**config.mk**
```make
export PLATFORM = sky130hd
export DESIGN_NAME = siu_top
export DESIGN_NICKNAME = d
export VERILOG_FILES = /design/src/design/siu_pkg.sv /design/src/design/siu_clk_if.sv /design/src/design/siu_clk_gate.sv /design/src/design/siu_top.sv
export SDC_FILE = /design/constraint.sdc
export NUM_CORES = 1
export LEC_CHECK = 0
export BUFFER_PORTS_ARGS = -buffer_cell sky130_fd_sc_hd__buf_2
export CORE_MARGIN = 2
export CORE_UTILIZATION = 45
export DETAILED_ROUTE_END_ITERATION = 12
export GPL_ROUTABILITY_DRIVEN = 0
export PLACE_DENSITY = 0.77
export SLEW_MARGIN = 20
export SYNTH_ARGS = -nofsm -noshare
export SYNTH_HDL_FRONTEND = slang
export SYNTH_SLANG_ARGS = --single-unit
```
**constraint.sdc**
```tcl
create_clock -name ref_clk -period 2.19 [get_ports ref_clk]
set_input_delay 0.1095 -clock ref_clk [delete_from_list [all_inputs] [get_ports ref_clk]]
set_output_delay 0.1095 -clock ref_clk [all_outputs]
set_load 0.01 [all_outputs]
```
**src/design/siu_pkg.sv**
```systemverilog
// siu_pkg: register map, field layout, reset values and modes of the system integration unit
package siu_pkg;

  // ---------------------------------------------------------------
  // register indices (byte address = 4 * index)
  // ---------------------------------------------------------------
  localparam logic [5:0] SIU_IDX_CTRL  = 6'h00;
  localparam logic [5:0] SIU_IDX_RSTS  = 6'h01;
  localparam logic [5:0] SIU_IDX_PCG   = 6'h0c;
  localparam logic [5:0] SIU_IDX_SHORT_ADDR_LOW_FIELD  = 6'h0e;

  // ---------------------------------------------------------------
  // field positions
  // ---------------------------------------------------------------
  localparam int SIU_CTRL_SWRST   = 0;
  localparam int SIU_CTRL_WAIT    = 1;
  localparam int SIU_CTRL_STOP    = 2;
  localparam int SIU_CTRL_CLKDIS  = 3;
  localparam int SIU_CTRL_DBGEN   = 4;
  localparam int SIU_RSTS_POR     = 2;
  localparam int SIU_RSTS_EXT     = 3;
  localparam int SIU_RSTS_WDOG    = 4;
  localparam int SIU_RSTS_SWR     = 5;
  localparam logic [15:0] SIU_RSTS_MASK = 16'h003c;
  localparam logic [4:0]  SIU_CTRL_MASK = 5'h1e;

  // ---------------------------------------------------------------
  // reset values and timing
  // ---------------------------------------------------------------
  localparam logic [15:0] SIU_PCG_RST   = 16'hffff;
  localparam logic [15:0] SIU_SHORT_ADDR_LOW_FIELD_RST  = 16'hffff;
  localparam logic [15:0] SIU_RSTS_RST  = 16'h0004;   // power-on flag only
  localparam logic [4:0]  SIU_CTRL_RST  = 5'h00;
  localparam int          SIU_CLK_DIV   = 2;    // master clock divided by two
  localparam int          SIU_MCLK_MAX_MHZ = 120;
  localparam int          SIU_OCLK_MAX_MHZ = SIU_MCLK_MAX_MHZ / SIU_CLK_DIV;

  // power modes
  typedef enum logic [1:0] {SIU_RUN, SIU_WAIT, SIU_STOP} siu_mode_e;

endpackage

```
**src/design/siu_clk_if.sv**
```systemverilog
// siu_clk_if: enables and derived clocks between register logic and clock gating
interface siu_clk_if #(parameter int N = 16);
  logic [N-1:0] per_en;
  logic         core_run;
  logic         per_run;
  logic         core_clk;
  logic [N-1:0] per_clk;
  modport ctl (output per_en, output core_run, output per_run,
               input core_clk, input per_clk);
  modport gen (input per_en, input core_run, input per_run,
               output core_clk, output per_clk);
endinterface

```
**src/design/siu_clk_gate.sv**
```systemverilog
// siu_clk_gate: divide-by-two clock generation with whole-pulse per-peripheral gating
module siu_clk_gate
  import siu_pkg::*;
#(
  parameter int N = 16
) (
  // clock and reset
  input  wire logic ref_clk,
  input  wire logic sys_rst,
  // enables in, clocks out
  siu_clk_if.gen    cif
);

  initial begin
    if (N < 1 || N > 16) $error("siu_clk_gate: N must be 1..16");
  end

  typedef struct packed {
    logic         phase;
    logic         core_clk;
    logic [N-1:0] per_clk;
  } siu_gate_s;

  siu_gate_s st_r;
  siu_gate_s st_nxt;

  // ---------------------------------------------------------------
  // clock outputs
  // ---------------------------------------------------------------
  // each output is a flop, so every high or low phase is a whole cycle
  always_comb begin
    st_nxt          = st_r;
    st_nxt.phase    = ~st_r.phase;                              // half master rate
    st_nxt.core_clk = cif.core_run & ~st_r.phase;
    st_nxt.per_clk  = {N{cif.per_run & ~st_r.phase}} & cif.per_en;
  end

  always_ff @(posedge ref_clk) begin
    if (sys_rst) begin
      st_r <= '0;
    end else begin
      st_r <= st_nxt;
    end
  end

  assign cif.core_clk = st_r.core_clk;
  assign cif.per_clk  = st_r.per_clk;

endmodule

```
**src/design/siu_top.sv**
```systemverilog
// siu_top: reset cause capture, clock gating control and short address register over APB
// ---------------------------------------------------------------
// ---------------------------------------------------------------
module siu_top
  import siu_pkg::*;
#(
  parameter int N_PER = 16
) (
  // clock and power-on reset
  input  wire logic              ref_clk,
  input  wire logic              sys_rst,
  // apb slave
  input  wire logic              psel,
  input  wire logic              penable,
  input  wire logic              pwrite,
  input  wire logic [7:0]        paddr,
  input  wire logic [31:0]       pwdata,
  output logic [31:0]            prdata,
  output logic                   pready,
  output logic                   pslverr,
  // reset sources
  input  wire logic              ext_rst_n,
  input  wire logic              wdog_rst,
  // wake and system reset
  input  wire logic              irq_unmasked,
  output logic                   sys_reset_out,
  // derived clocks and short address
  output logic                   core_clk,
  output logic [N_PER-1:0]       periph_clk,
  output logic [15:0]            short_addr_low
);

  initial begin
    if (N_PER != 16) $error("siu_top: N_PER must be 16");
  end

  typedef struct packed {
    logic [1:0]  ext_sync;
    logic        ext_prev;
    logic [15:0] rsts;
    logic [15:0] pcg;
    logic [15:0] short_addr_low_field;
    logic [4:0]  ctrl;
    siu_mode_e   mode;
    logic        rst_out;
    logic [31:0] rdata;
  } siu_state_s;

  siu_state_s st_r;
  siu_state_s st_nxt;

  siu_clk_if #(.N(N_PER)) cif ();

  // ---------------------------------------------------------------
  // apb decode
  // ---------------------------------------------------------------
  logic       acc;
  logic       wr;
  logic [5:0] idx;
  logic       mapped;
  logic       ext_now;
  logic       ext_evt;
  logic       sw_evt;
  logic [15:0] wd;

  // true for the four mapped word indices
  function automatic logic is_mapped(input logic [5:0] i);
    is_mapped = (i == SIU_IDX_CTRL) || (i == SIU_IDX_RSTS) ||
                (i == SIU_IDX_PCG)  || (i == SIU_IDX_SHORT_ADDR_LOW_FIELD);
  endfunction

  // write-0-sets, write-1-clears for one cause flag
  function automatic logic flag_wr(input logic cur, input logic wbit, input logic hit);
    flag_wr = hit ? ~wbit : cur;
  endfunction

  assign acc     = psel & penable;
  assign wr      = acc & pwrite;
  assign idx     = paddr[7:2];
  assign mapped  = is_mapped(idx) && (paddr[1:0] == 2'b00);
  assign wd      = pwdata[15:0];
  assign ext_now = ~st_r.ext_sync[1];
  assign ext_evt = ext_now & ~st_r.ext_prev;
  assign sw_evt  = wr && mapped && idx == SIU_IDX_CTRL && wd[SIU_CTRL_SWRST];

  // ---------------------------------------------------------------
  // next state
  // ---------------------------------------------------------------
  always_comb begin
    st_nxt          = st_r;
    st_nxt.ext_sync = {st_r.ext_sync[0], ext_rst_n};
    st_nxt.ext_prev = ext_now;
    st_nxt.rst_out  = 1'b0;

    // register writes
    if (wr && mapped) begin
      unique case (idx)
        SIU_IDX_CTRL: begin
          st_nxt.ctrl = wd[4:0] & SIU_CTRL_MASK;
          if (wd[SIU_CTRL_STOP]) begin
            st_nxt.mode = SIU_STOP;
          end else if (wd[SIU_CTRL_WAIT]) begin
            st_nxt.mode = SIU_WAIT;
          end
        end
        SIU_IDX_RSTS: begin
          // only bits 5..2 are writable
          st_nxt.rsts[SIU_RSTS_POR]  = flag_wr(st_r.rsts[SIU_RSTS_POR], wd[SIU_RSTS_POR], 1'b1);
          st_nxt.rsts[SIU_RSTS_EXT]  = flag_wr(st_r.rsts[SIU_RSTS_EXT], wd[SIU_RSTS_EXT], 1'b1);
          st_nxt.rsts[SIU_RSTS_WDOG] = flag_wr(st_r.rsts[SIU_RSTS_WDOG], wd[SIU_RSTS_WDOG],
                                               1'b1);
          st_nxt.rsts[SIU_RSTS_SWR]  = flag_wr(st_r.rsts[SIU_RSTS_SWR], wd[SIU_RSTS_SWR], 1'b1);
        end
        SIU_IDX_PCG:  st_nxt.pcg  = wd;
        SIU_IDX_SHORT_ADDR_LOW_FIELD: st_nxt.short_addr_low_field = wd;
        default:      st_nxt.pcg  = st_r.pcg;
      endcase
    end

    // unmasked interrupt resumes run from wait or stop
    if (irq_unmasked && st_r.mode != SIU_RUN) begin
      st_nxt.mode = SIU_RUN;
      st_nxt.ctrl[SIU_CTRL_WAIT] = 1'b0;
      st_nxt.ctrl[SIU_CTRL_STOP] = 1'b0;
    end

    // system resets: the event wins over a same-cycle software write
    if (ext_evt || wdog_rst || sw_evt) begin
      st_nxt.pcg     = SIU_PCG_RST;
      st_nxt.short_addr_low_field    = SIU_SHORT_ADDR_LOW_FIELD_RST;
      st_nxt.ctrl    = SIU_CTRL_RST;
      st_nxt.mode    = SIU_RUN;
      st_nxt.rst_out = 1'b1;
      st_nxt.rsts[SIU_RSTS_POR] = 1'b0;
      // watchdog and external flags kept unless set here
      st_nxt.rsts[SIU_RSTS_SWR] = sw_evt;
      if (ext_evt) begin
        st_nxt.rsts[SIU_RSTS_EXT] = 1'b1;
      end
      if (wdog_rst) begin
        st_nxt.rsts[SIU_RSTS_WDOG] = 1'b1;
      end
    end
    st_nxt.rsts = st_nxt.rsts & SIU_RSTS_MASK;

    // read data registered for the access phase; unaligned reads give zero
    st_nxt.rdata = '0;
    if (psel && !penable && !pwrite && paddr[1:0] == 2'b00) begin
      unique case (paddr[7:2])
        SIU_IDX_CTRL: st_nxt.rdata = {27'h000_0000, st_r.ctrl};
        SIU_IDX_RSTS: st_nxt.rdata = {16'h0000, st_r.rsts};
        SIU_IDX_PCG:  st_nxt.rdata = {16'h0000, st_r.pcg};
        SIU_IDX_SHORT_ADDR_LOW_FIELD: st_nxt.rdata = {16'h0000, st_r.short_addr_low_field};
        default:      st_nxt.rdata = '0;
      endcase
    end
  end

  // ---------------------------------------------------------------
  // state register; sys_rst is the power-on reset
  // ---------------------------------------------------------------
  always_ff @(posedge ref_clk) begin
    if (sys_rst) begin
      st_r          <= '0;
      st_r.ext_sync <= 2'b11;
      st_r.rsts     <= SIU_RSTS_RST;             // power-on flag only
      st_r.pcg      <= SIU_PCG_RST;
      st_r.short_addr_low_field     <= SIU_SHORT_ADDR_LOW_FIELD_RST;
      st_r.ctrl     <= SIU_CTRL_RST;
      st_r.mode     <= SIU_RUN;
    end else begin
      st_r <= st_nxt;
    end
  end

  // ---------------------------------------------------------------
  // clock control
  // ---------------------------------------------------------------
  // stop or global disable halt all; wait halts only the core
  assign cif.per_en   = st_r.pcg;
  assign cif.core_run = (st_r.mode == SIU_RUN) && !st_r.ctrl[SIU_CTRL_CLKDIS];
  assign cif.per_run  = (st_r.mode != SIU_STOP) && !st_r.ctrl[SIU_CTRL_CLKDIS];

  siu_clk_gate #(.N(N_PER)) u_gate (
    .ref_clk (ref_clk),
    .sys_rst (sys_rst),
    .cif     (cif.gen)
  );

  // ---------------------------------------------------------------
  // outputs
  // ---------------------------------------------------------------
  assign prdata         = st_r.rdata;
  assign pready         = 1'b1;
  assign pslverr        = acc & ~mapped;
  assign sys_reset_out  = st_r.rst_out;
  assign core_clk       = cif.core_clk;
  assign periph_clk     = cif.per_clk;
  assign short_addr_low = st_r.short_addr_low_field;

endmodule

```
# ---- Word level (Yosys, flattened, before mapping)
# Index checks and enable logic that the tools add are counted.
dict set report classes {
  n_eq_ne 4
  n_mux 9
  n_bitwise 16
  reduce_logical 33
}
# operator count
set ops {}
lappend ops {{16-bit case mux with 4 select lines} 1}
lappend ops {{16-bit AND} 1}
lappend ops {{6-bit by 4-bit equality test with 1-bit output (second input constant)} 2}
lappend ops {{4-bit two-way mux} 3}
lappend ops {{1-bit logical AND} 10}
lappend ops {{1-bit inverter} 9}
lappend ops {{2-bit AND reduction} 4}
lappend ops {{2-bit nonzero test} 4}
lappend ops {{1-bit AND} 6}
lappend ops {{6-bit by 1-bit equality test with 1-bit output (second input constant)} 1}
lappend ops {{6-bit zero test} 1}
lappend ops {{1-bit logical OR} 5}
lappend ops {{2-bit zero test} 2}
lappend ops {{2-bit two-way mux} 2}
lappend ops {{2-bit OR reduction} 2}
lappend ops {{1-bit zero test} 3}
lappend ops {{1-bit two-way mux} 3}
lappend ops {{3-bit AND reduction} 1}
lappend ops {{3-bit OR reduction} 1}
lappend ops {{2-bit != test (second input constant)} 1}
dict set report word_totals {
  reg_bits 108
  inputBits 48
  output_inout_bits 68
  elab_cells 77
}

# ---- Depth between registers and ports, before layout
# Gate-level depths: netlist (run 1).
dict set report logic_depth {
  depth_word 11
  ltp_mapped 7
  mapped_depth_nobuf 4
}

# ---- Cells and area by module
# A second synthesis (run 1) with hierarchy kept.
dict set report hier_totals {
  cells_unflattened 390
  hier_area_um2 3599.7
}
# mod n_inst cells_per_inst area_per_inst_um2 seq_area_each_um2
set by_module_without_submodules {}
lappend by_module_without_submodules {siu_top 1 335 2841.5 1241.2}
lappend by_module_without_submodules {siu_clk_gate 1 55 758.2 360.3}

# ---- Least setup slack after synthesis (run 1)
# OpenSTA, ideal clock, no wires.
dict set report synth_timing {
  path_kind {input port to flip-flop}
  from {in paddr[7]}
  to {reg st_r[75] in the netlist's numbering}
  setup_ps 74
  t_arrival_ps 1748
  t_required_ps 2116
  path_slack_ps 368
  path_stages 6
  path_buffers 2
  path_cell_list {or4_1 -> clkbuf_2 -> or4_1 -> clkbuf_2 -> or2_0 -> a31oi_1}
}
dict set report synth_via {
  elab_chain_len 10
  word_cells_on_any_way 16
  cone_classes {eq/ne: 3; mux: 4; reduce/logical: 9}
}
# item line
set synth_lines {}
lappend synth_lines {{start, declared} siu_top.sv:16} ;# input wire logic [7:0] paddr,
lappend synth_lines {{6-bit by 1-bit equality test with 1-bit output or 6-bit zero test (tied branches)} {siu_top.sv:68, siu_top.sv:97, siu_top.sv:84}}
lappend synth_lines {{1-bit logical OR (2 in a row)} siu_top.sv:68} ;# is_mapped = (i == SIU_IDX_CTRL) || (i == SIU_IDX_RSTS) ||
lappend synth_lines {{1-bit logical OR} siu_top.sv:69} ;# (i == SIU_IDX_PCG) || (i == SIU_IDX_SHORT_ADDR_LOW_FIELD);
lappend synth_lines {{1-bit logical AND} siu_top.sv:80} ;# assign mapped = is_mapped(idx) && (paddr[1:0] == 2'b00);
lappend synth_lines {{1-bit logical AND} {siu_top.sv:84, siu_top.sv:96}}
lappend synth_lines {{1-bit logical AND (2 in a row)} siu_top.sv:84} ;# assign sw_evt = wr && mapped && idx == SIU_IDX_CTRL && wd[SIU_CTRL_SWRST];
lappend synth_lines {{1-bit logical OR} siu_top.sv:128} ;# if (ext_evt || wdog_rst || sw_evt) begin
lappend synth_lines {{4-bit two-way mux *} siu_top.sv:128}
lappend synth_lines {{end signal, assigned} siu_top.sv:172} ;# st_r <= st_nxt;
lappend synth_lines {{end, declared} siu_top.sv:49} ;# siu_state_s st_r;
# Mark *: on every way between the ends. The rest lies on a longest branch, timed or not. The select of a mux whose other input is x is not followed.
# A chain may end at the register's enable or synchronous reset.

# ---- Worst setup path after layout (run 1)
dict set report layout_timing {
  from {reg st_r[90] in the netlist's numbering}
  to {reg st_r, in the netlist short_addr_low[13]}
}
dict set report layout_via {
  elab_chain_len 5
}
# item line
set layout_lines {}
lappend layout_lines {{1-bit inverter} siu_top.sv:82} ;# assign ext_now = ~st_r.ext_sync[1];
lappend layout_lines {{1-bit AND} siu_top.sv:83} ;# assign ext_evt = ext_now & ~st_r.ext_prev;
lappend layout_lines {{1-bit logical OR (2 in a row)} siu_top.sv:128}
lappend layout_lines {{2-bit OR reduction (no line)} -}
# No other way between the ends.

==> metrics.md, run 1 <==
| Metric | Value |
|---|---|
| Status | `completed` |
| WP data arrival | `2.17 ns` |
| Setup violators final | `0` |
| Final Hold Violating Endpoints | `0` |
| DRC viols | `0` |
| Count of input and output buffers | `82` |
| Final worst path period share | `88.5%` |
| EDFF count, synth | `0` |
| Worst Path Class, Setup | `flip-flop to flip-flop` |
| CTS tree | `yes` |
| GRT Util Overall | `19.1%` |
| Fin. max-slew vios | `0` |
| CP Depth | `5` |
| Synth Register Bits | `80` |
| H-tree Lvls | `3` |
| Initial DRT Pass Iterations | `5` |
| WP buf/inv | `1` |
| Maximum clock frequency | `0.516 GHz` |
| Fin crit period | `1.94 ns` |
| Seq/Total Area, Yosys | `46.5%` |
| Ys async rst share | `0%` |
| Estimated wirelength of the detail-placed design | `5270 um` |
| Ys Warns | `0` |
| Met3 WL | `588 um` |
| Drt wl/cell | `14.6 um` |
| Hold Path Stages | `3` |
| CP startpoint kind | `flip-flop` |
| DR top layer | `met4` |
| Top-area cell type share of the netlist area | `46.5%` |
| Synthesized area | `3440 sq um` |
| Nets@finish | `478` |
| CP Data Required Time | `2.43 ns` |
| Syn Inst Count | `390` |
| CTS max path bufs | `2` |
| Synth area leaders | `dfxtp_1 (46%), buf_4 (14%), nand3_1 (9.4%), o21ai_0 (4.8%), a22oi_1 (3.1%)` |
| Setup bufs post-CTS | `0` |
| Layout Utilization | `53.3%` |
| Worst R2R Path Depth | `5` |
| Fin Setup TNS | `0 ns` |
| Via count | `2780` |
| DIE HEIGHT | `91.5 um` |
| Initial antenna violation count | `0` |
| Met2 routed WL | `3700 um` |
| Peak supply drop | `390 uV` |
| Max cap viols | `0` |
| FP Rows | `31` |
| Worst skew pair latency | `0.35 ns` |
| Root Driver | `clkbuf_8` |
| Main flop type after synthesis | `dfxtp_1` |
| Metal-1 WL | `3320 um` |
| Syn avg cell area | `8.83 sq um` |
| Crit-path max FO | `26` |
| Core region area | `7330 sq um` |
| Initial core utilization | `47.0%` |
| Top-count cell post-synth | `dfxtp_1` |
| Distinct cells, synth | `41` |
| Post-Route WL | `7800 um` |
| Die W | `91.5 um` |
| Die ar. | `8370 sq um` |
| I/O pin count | `116` |
| Grt ovf | `0` |
| Pin count of the biggest net entering global routing | `36` |
| Worst-Margin Slew | `1.06 ns` |
| Post-route ant nets | `0` |
| CP peak stage delay | `0.86 ns` |
| Layout Skew | `0.00652 ns` |
| Via/cell ratio | `5.22` |
| Critical Path End Type | `flip-flop` |
| CP delay by family, top | `compound AO/OA/AOI/OAI gates` |
| Cell taking the most area after synthesis | `dfxtp_1` |
| Layout Area Growth over Synthesis | `13.4%` |
| First-pass GRT wire length | `12700 um` |
| Slew Limit Headroom | `29.4%` |
| Final total power | `2.99 mW` |
| CTS sink cnt | `80` |
| Leakage | `1.55 nW` |
| HP Class | `primary input to flip-flop` |
| Pwr per Cell Area | `764 nW/um^2` |
| Top cells by count, synth | `dfxtp_1 (80), buf_4 (65), nand3_1 (65)` |
| Clock slew at the register clock pins of the worst setup and hold paths | `0.08 ns` |
| ANT cells | `0` |
| Vias in the first global route | `2626` |
| RSZ-0062 raised after global routing | `false` |
| Share of layout cells above drive strength 1 | `28.6%` |
| CTS Buf Count | `9` |
| CP max stage cell | `a211oi_4` |
| Initial DRC Count | `273` |
| Critical-path cell list | `or2_2, nand2_1, a211oi_4, buf_4, nand3_1` |
power by group:
group / leakage (nW) / total [mW] / switching, mW / internal [mW]
registers: 0.653 / 1.49 / 0.00773 / 1.48
logic: 0.778 / 0.196 / 0.113 / 0.0829
clock network: 0.116 / 1.30 / 0.540 / 0.759
what timing repair did:
item | 4_1_cts | 5_1_grt
hold buffers | 7 | 0
endpoints found under the hold margin | 8 | 0
gates resized for setup | 0 | 0
flip-flops by register name (all words and copies together), names as in the netlist:
signal	count
cif.per_en	16
prdata	16
short_addr_low	16
u_gate.cif.per_clk	16
st_r	12
st_nxt	1
sys_reset_out	1
u_gate.cif.core_clk	1
u_gate.st_r	1
layout make-up:
type	instances	area, sq um
Clock buffer	9	124
Tap cell	99	124
Fill cell	668	3420
Clock inverter	6	115
Inverter	5	18.8
Multi-Input combinational cell	229	1310
Timing Repair Buffer	105	613
Sequential cell	80	1600
layout by cell type, fill, tap and decap left out, types with 3 or more instances in the layout:
cell type and count:
nor2_1 16, nor3_1 4, or2_2 3, nand3_1 65, conb_1 17, bufinv_16 3
mux2i_1 5, o21ai_0 33, and2_1 16, mux2_2 3, a22oi_1 14, dfxtp_1 80
nand2_1 11, a21oi_1 11, clkbuf_8 9, dlygate4sd3_1 7, buf_4 15, buf_2 82
inv_1 5
worst paths after layout:
check | from | endpoint | slack (ns)
setup / recovery | st_r[90]$_SDFF_PP1_ | short_addr_low[13]$_SDFFE_PP1P_ | 0.25
hold / removal | pwdata[6] | short_addr_low[6]$_SDFFE_PP1P_ | 0.01
setup reg to reg | st_r[90]$_SDFF_PP1_ | short_addr_low[13]$_SDFFE_PP1P_ | 0.25
hold reg to reg | u_gate.st_r[17]$_SDFF_PP0_ | u_gate.st_r[17]$_SDFF_PP0_ | 0.41
tightest hold or removal path: stages:
cell and delay (ns):
buf_2 0.09, nand3_1 0.06, nand3_1 0.07
metrics by stage:
step / setup WS (ns) / instance area (sq um) / std cells / hold slack (ns)
2_1_floorplan: 0.368 / 3500 / 405 / 0.213
3_3_place_gp: 0.222 / 3600 / 511 / 0.293
3_5_place_dp: 0.183 / 3600 / 511 / 0.295
4_1_cts: 0.312 / 3910 / 533 / 0.000923
5_1_grt: 0.130 / 3910 / 533 / 0.0153
6_report: 0.253 / 3910 / 533 / 0.0137
logic make-up (layout without fill, tap and decap cells):
family                 after synthesis  after routing  synth area share [%]
and+or+nand+nor                    135            135                  21.0
buffers and inverters               96            125                  17.7
other                                2             17                 0.218
AOI/OAI and AO/OA                   69             69                  12.2
muxes                                8              8                  2.43
DFF                                 80             80                  46.5
metal layers:
| layer | vias up | global-route usage (%) |
|---|---|---|
| li1 | 1340 | - |
| met1 | 1284 | 23.6 |
| met2 | 138 | 30.6 |
| met3 | 18 | 4.32 |
| met4 | 0 | 10.5 |
| met5 | - | 0 |
Note: power is estimated with default switching activity, not from simulation.
==> run 2, diff against run 1 <==
--- a/config.mk
+++ b/config.mk
@@ -11,6 +11,7 @@
 export DETAILED_ROUTE_END_ITERATION = 12
 export GPL_ROUTABILITY_DRIVEN = 0
 export PLACE_DENSITY = 0.77
+export REMOVE_ABC_BUFFERS = 1
 export SLEW_MARGIN = 20
 export SYNTH_ARGS = -nofsm -noshare
 export SYNTH_HDL_FRONTEND = slang
==> run 2 against run 1 <==
Effect of this change:
- non-clock buffer count decreased by 1
- sequential power about the same
- final area decreased by 2.2%
- count of clock-buffer cells in the layout increased by 1
- flip-flop and latch count unchanged
- sequential share of layout area increased by 0.91 points
==> metrics.md, run 2 (synthesis gave the netlist of run 1 again) <==
| Metric | Value |
|---|---|
| Status | `completed (unchanged)` |
| Root Driver | `clkbuf_8 (unchanged)` |
| Core region area | `7330 sq um (unchanged)` |
| Initial DRC Count | `178 (was 273)` |
| Hold bufs inserted after CTS | `12 (was 7)` |
| Pin count of the biggest net entering global routing | `36 (unchanged)` |
| Nets@finish | `477 (was 478)` |
| Filler Cells Inserted | `671 (was 668)` |
| Drt wl/cell | `14.5 um (was 14.6 um)` |
| Die ar. | `8370 sq um (unchanged)` |
| Initial core utilization | `47.0% (unchanged)` |
| Maximum clock frequency | `0.544 GHz (was 0.516 GHz)` |
| Grt met3 use | `4.56% (was 4.32%)` |
| Worst skew pair latency | `0.37 ns (was 0.35 ns)` |
| Initial DRT Pass Iterations | `4 (was 5)` |
| Post-route ant nets | `0 (unchanged)` |
| Hold Path Stages | `3 (unchanged)` |
| CP Data Required Time | `2.44 ns (was 2.43 ns)` |
| RSZ-0062 raised after global routing | `false (unchanged)` |
| FF+latch area | `1600 sq um (unchanged)` |
| Die W | `91.5 um (unchanged)` |
| Multi-input combinational cell area | `1310 sq um (unchanged)` |
| CTS resizes | `0 (unchanged)` |
| CTS sink cnt | `80 (unchanged)` |
| First-pass GRT wire length | `12800 um (was 12700 um)` |
| Fin crit period | `1.84 ns (was 1.94 ns)` |
| I/O pin count | `116 (unchanged)` |
| H-tree Lvls | `3 (unchanged)` |
| Layout Skew | `0.00781 ns (was 0.00652 ns)` |
| Initial antenna violation count | `0 (unchanged)` |
| CP startpoint kind | `primary input (was flip-flop)` |
| Pwr per Cell Area | `689 nW/um^2 (was 764 nW/um^2)` |
| Worst Path Class, Setup | `primary input to flip-flop (was flip-flop to flip-flop)` |
| Share of layout cells above drive strength 1 | `27.0% (was 28.6%)` |
| Commonest non-fill, non-tap cell in the layout | `buf_2 (unchanged)` |
| Most crowded layer after global routing | `met2 (unchanged)` |
| CTS tree | `yes (unchanged)` |
| Estimated wirelength of the detail-placed design | `4990 um (was 5270 um)` |
| Vias in the first global route | `2682 (was 2626)` |
| Clock slew at the register clock pins of the worst setup and hold paths | `0.08 ns (about the same)` |
| FP Rows | `31 (unchanged)` |
| Leakage | `1.50 nW (was 1.55 nW)` |
| Max cap viols | `0 (unchanged)` |
| Count of input and output buffers | `82 (unchanged)` |
| DIE HEIGHT | `91.5 um (unchanged)` |
| ANT cells | `0 (unchanged)` |
| Final hold slack | `0.0265 ns (was 0.0137 ns)` |
| HP Class | `primary input to flip-flop (unchanged)` |
| Slew Limit Headroom | `55.0% (was 29.4%)` |
| WP data arrival | `2.09 ns (was 2.17 ns)` |
| Via/cell ratio | `5.24 (was 5.22)` |
| Most frequent cells in the layout | `buf_2 (82), dfxtp_1 (80), nand3_1 (65) (unchanged)` |
| Fin. max-slew vios | `0 (unchanged)` |
| Crit-path max FO | `18 (was 26)` |
| Layout Area Growth over Synthesis | `10.9% (was 13.4%)` |
| DRC viols | `0 (unchanged)` |
| Final Hold Violating Endpoints | `0 (unchanged)` |
| Via count | `2788 (was 2780)` |
| Fin Setup TNS | `0 ns (unchanged)` |
| Met2 Use GR | `30.9% (was 30.6%)` |
| Setup violators final | `0 (unchanged)` |
| Post-Route WL | `7710 um (was 7800 um)` |
| Setup bufs post-CTS | `0 (unchanged)` |
| Final worst path period share | `84.0% (was 88.5%)` |
| Critical Path End Type | `flip-flop (unchanged)` |
| GRT Util Overall | `19.3% (was 19.1%)` |
| Worst R2R Path Depth | `5 (unchanged)` |
| CTS Buf Count | `9 (unchanged)` |
| Met1 usage in global routing | `23.5% (was 23.6%)` |
| Worst-Margin Slew | `0.673 ns (was 1.06 ns)` |
| Grt ovf | `0 (unchanged)` |
| CTS max path bufs | `2 (unchanged)` |
| Peak supply drop | `284 uV (was 390 uV)` |
run 2: cell types whose count changed in the layout (fill, tap and decap cells not counted):
cell,delta
buf_4,-5
dlygate4sd3_1,+5
bufinv_16,-3
clkinv_2,+2
buf_12,-1
clkbuf_1,+1
clkinvlp_4,+1
inv_6,-1
run 2: per-layer routing:
| metal | share of wire (%) | routed length [um] |
|---|---|---|
| met1 | 43 | 3350 |
| met2 | 47 | 3610 |
| met3 | 7.4 | 574 |
| met4 | 2.3 | 175 |
| met5 | 0 | 0 |
run 2: worst max-delay path, cell delays in order:
cell and delay (ns):
dlygate4sd3_1 0.52, buf_2 0.14, and3_1 0.22, a211oi_4 0.63
buf_4 0.35, nand3_1 0.11
run 2: power by group:
| part | switching [mW] | internal (mW) |
|---|---|---|
| registers | 0.00833 | 1.48 |
| logic | 0.113 | 0.0851 |
| clock network | 0.537 | 0.405 |
| total | 0.659 | 1.97 |
run 2: cell type report:
type | instances | area share, %
clock buffer | 10 | 3.34
clock inverter | 5 | 0.884
inverter | 5 | 0.491
multi-input combinational | 229 | 34.3
sequential | 80 | 41.9
tap | 99 | 3.24
timing repair buffer | 104 | 15.8
run 2: per-stage QoR:
step                      util, %  total power [mW]  std cells  area, sq um  setup WS (ns)
final                        52.1              2.63        532         3820          0.351
after global routing         52.1              2.74        532         3820          0.275
after CTS                    52.1              2.66        532         3820          0.363
after detailed placement     48.3              1.71        505         3540          0.151
after global placement       48.3              1.70        505         3540          0.205
after floorplan                 -              1.61        314         2910          -1.06
run 2: path summary, 6_finish.rpt:
kind / start / slack, ns / endpoint
max reg2reg: st_r[90]$_SDFF_PP1_ / 0.44 / cif.per_en[9]$_SDFFE_PP1P_
min: pwdata[5] / 0.03 / short_addr_low[5]$_SDFFE_PP1P_
max: pwdata[0] / 0.35 / cif.per_en[9]$_SDFFE_PP1P_
min reg2reg: st_r[90]$_SDFF_PP1_ / 0.41 / st_r[88]$_SDFF_PP0_
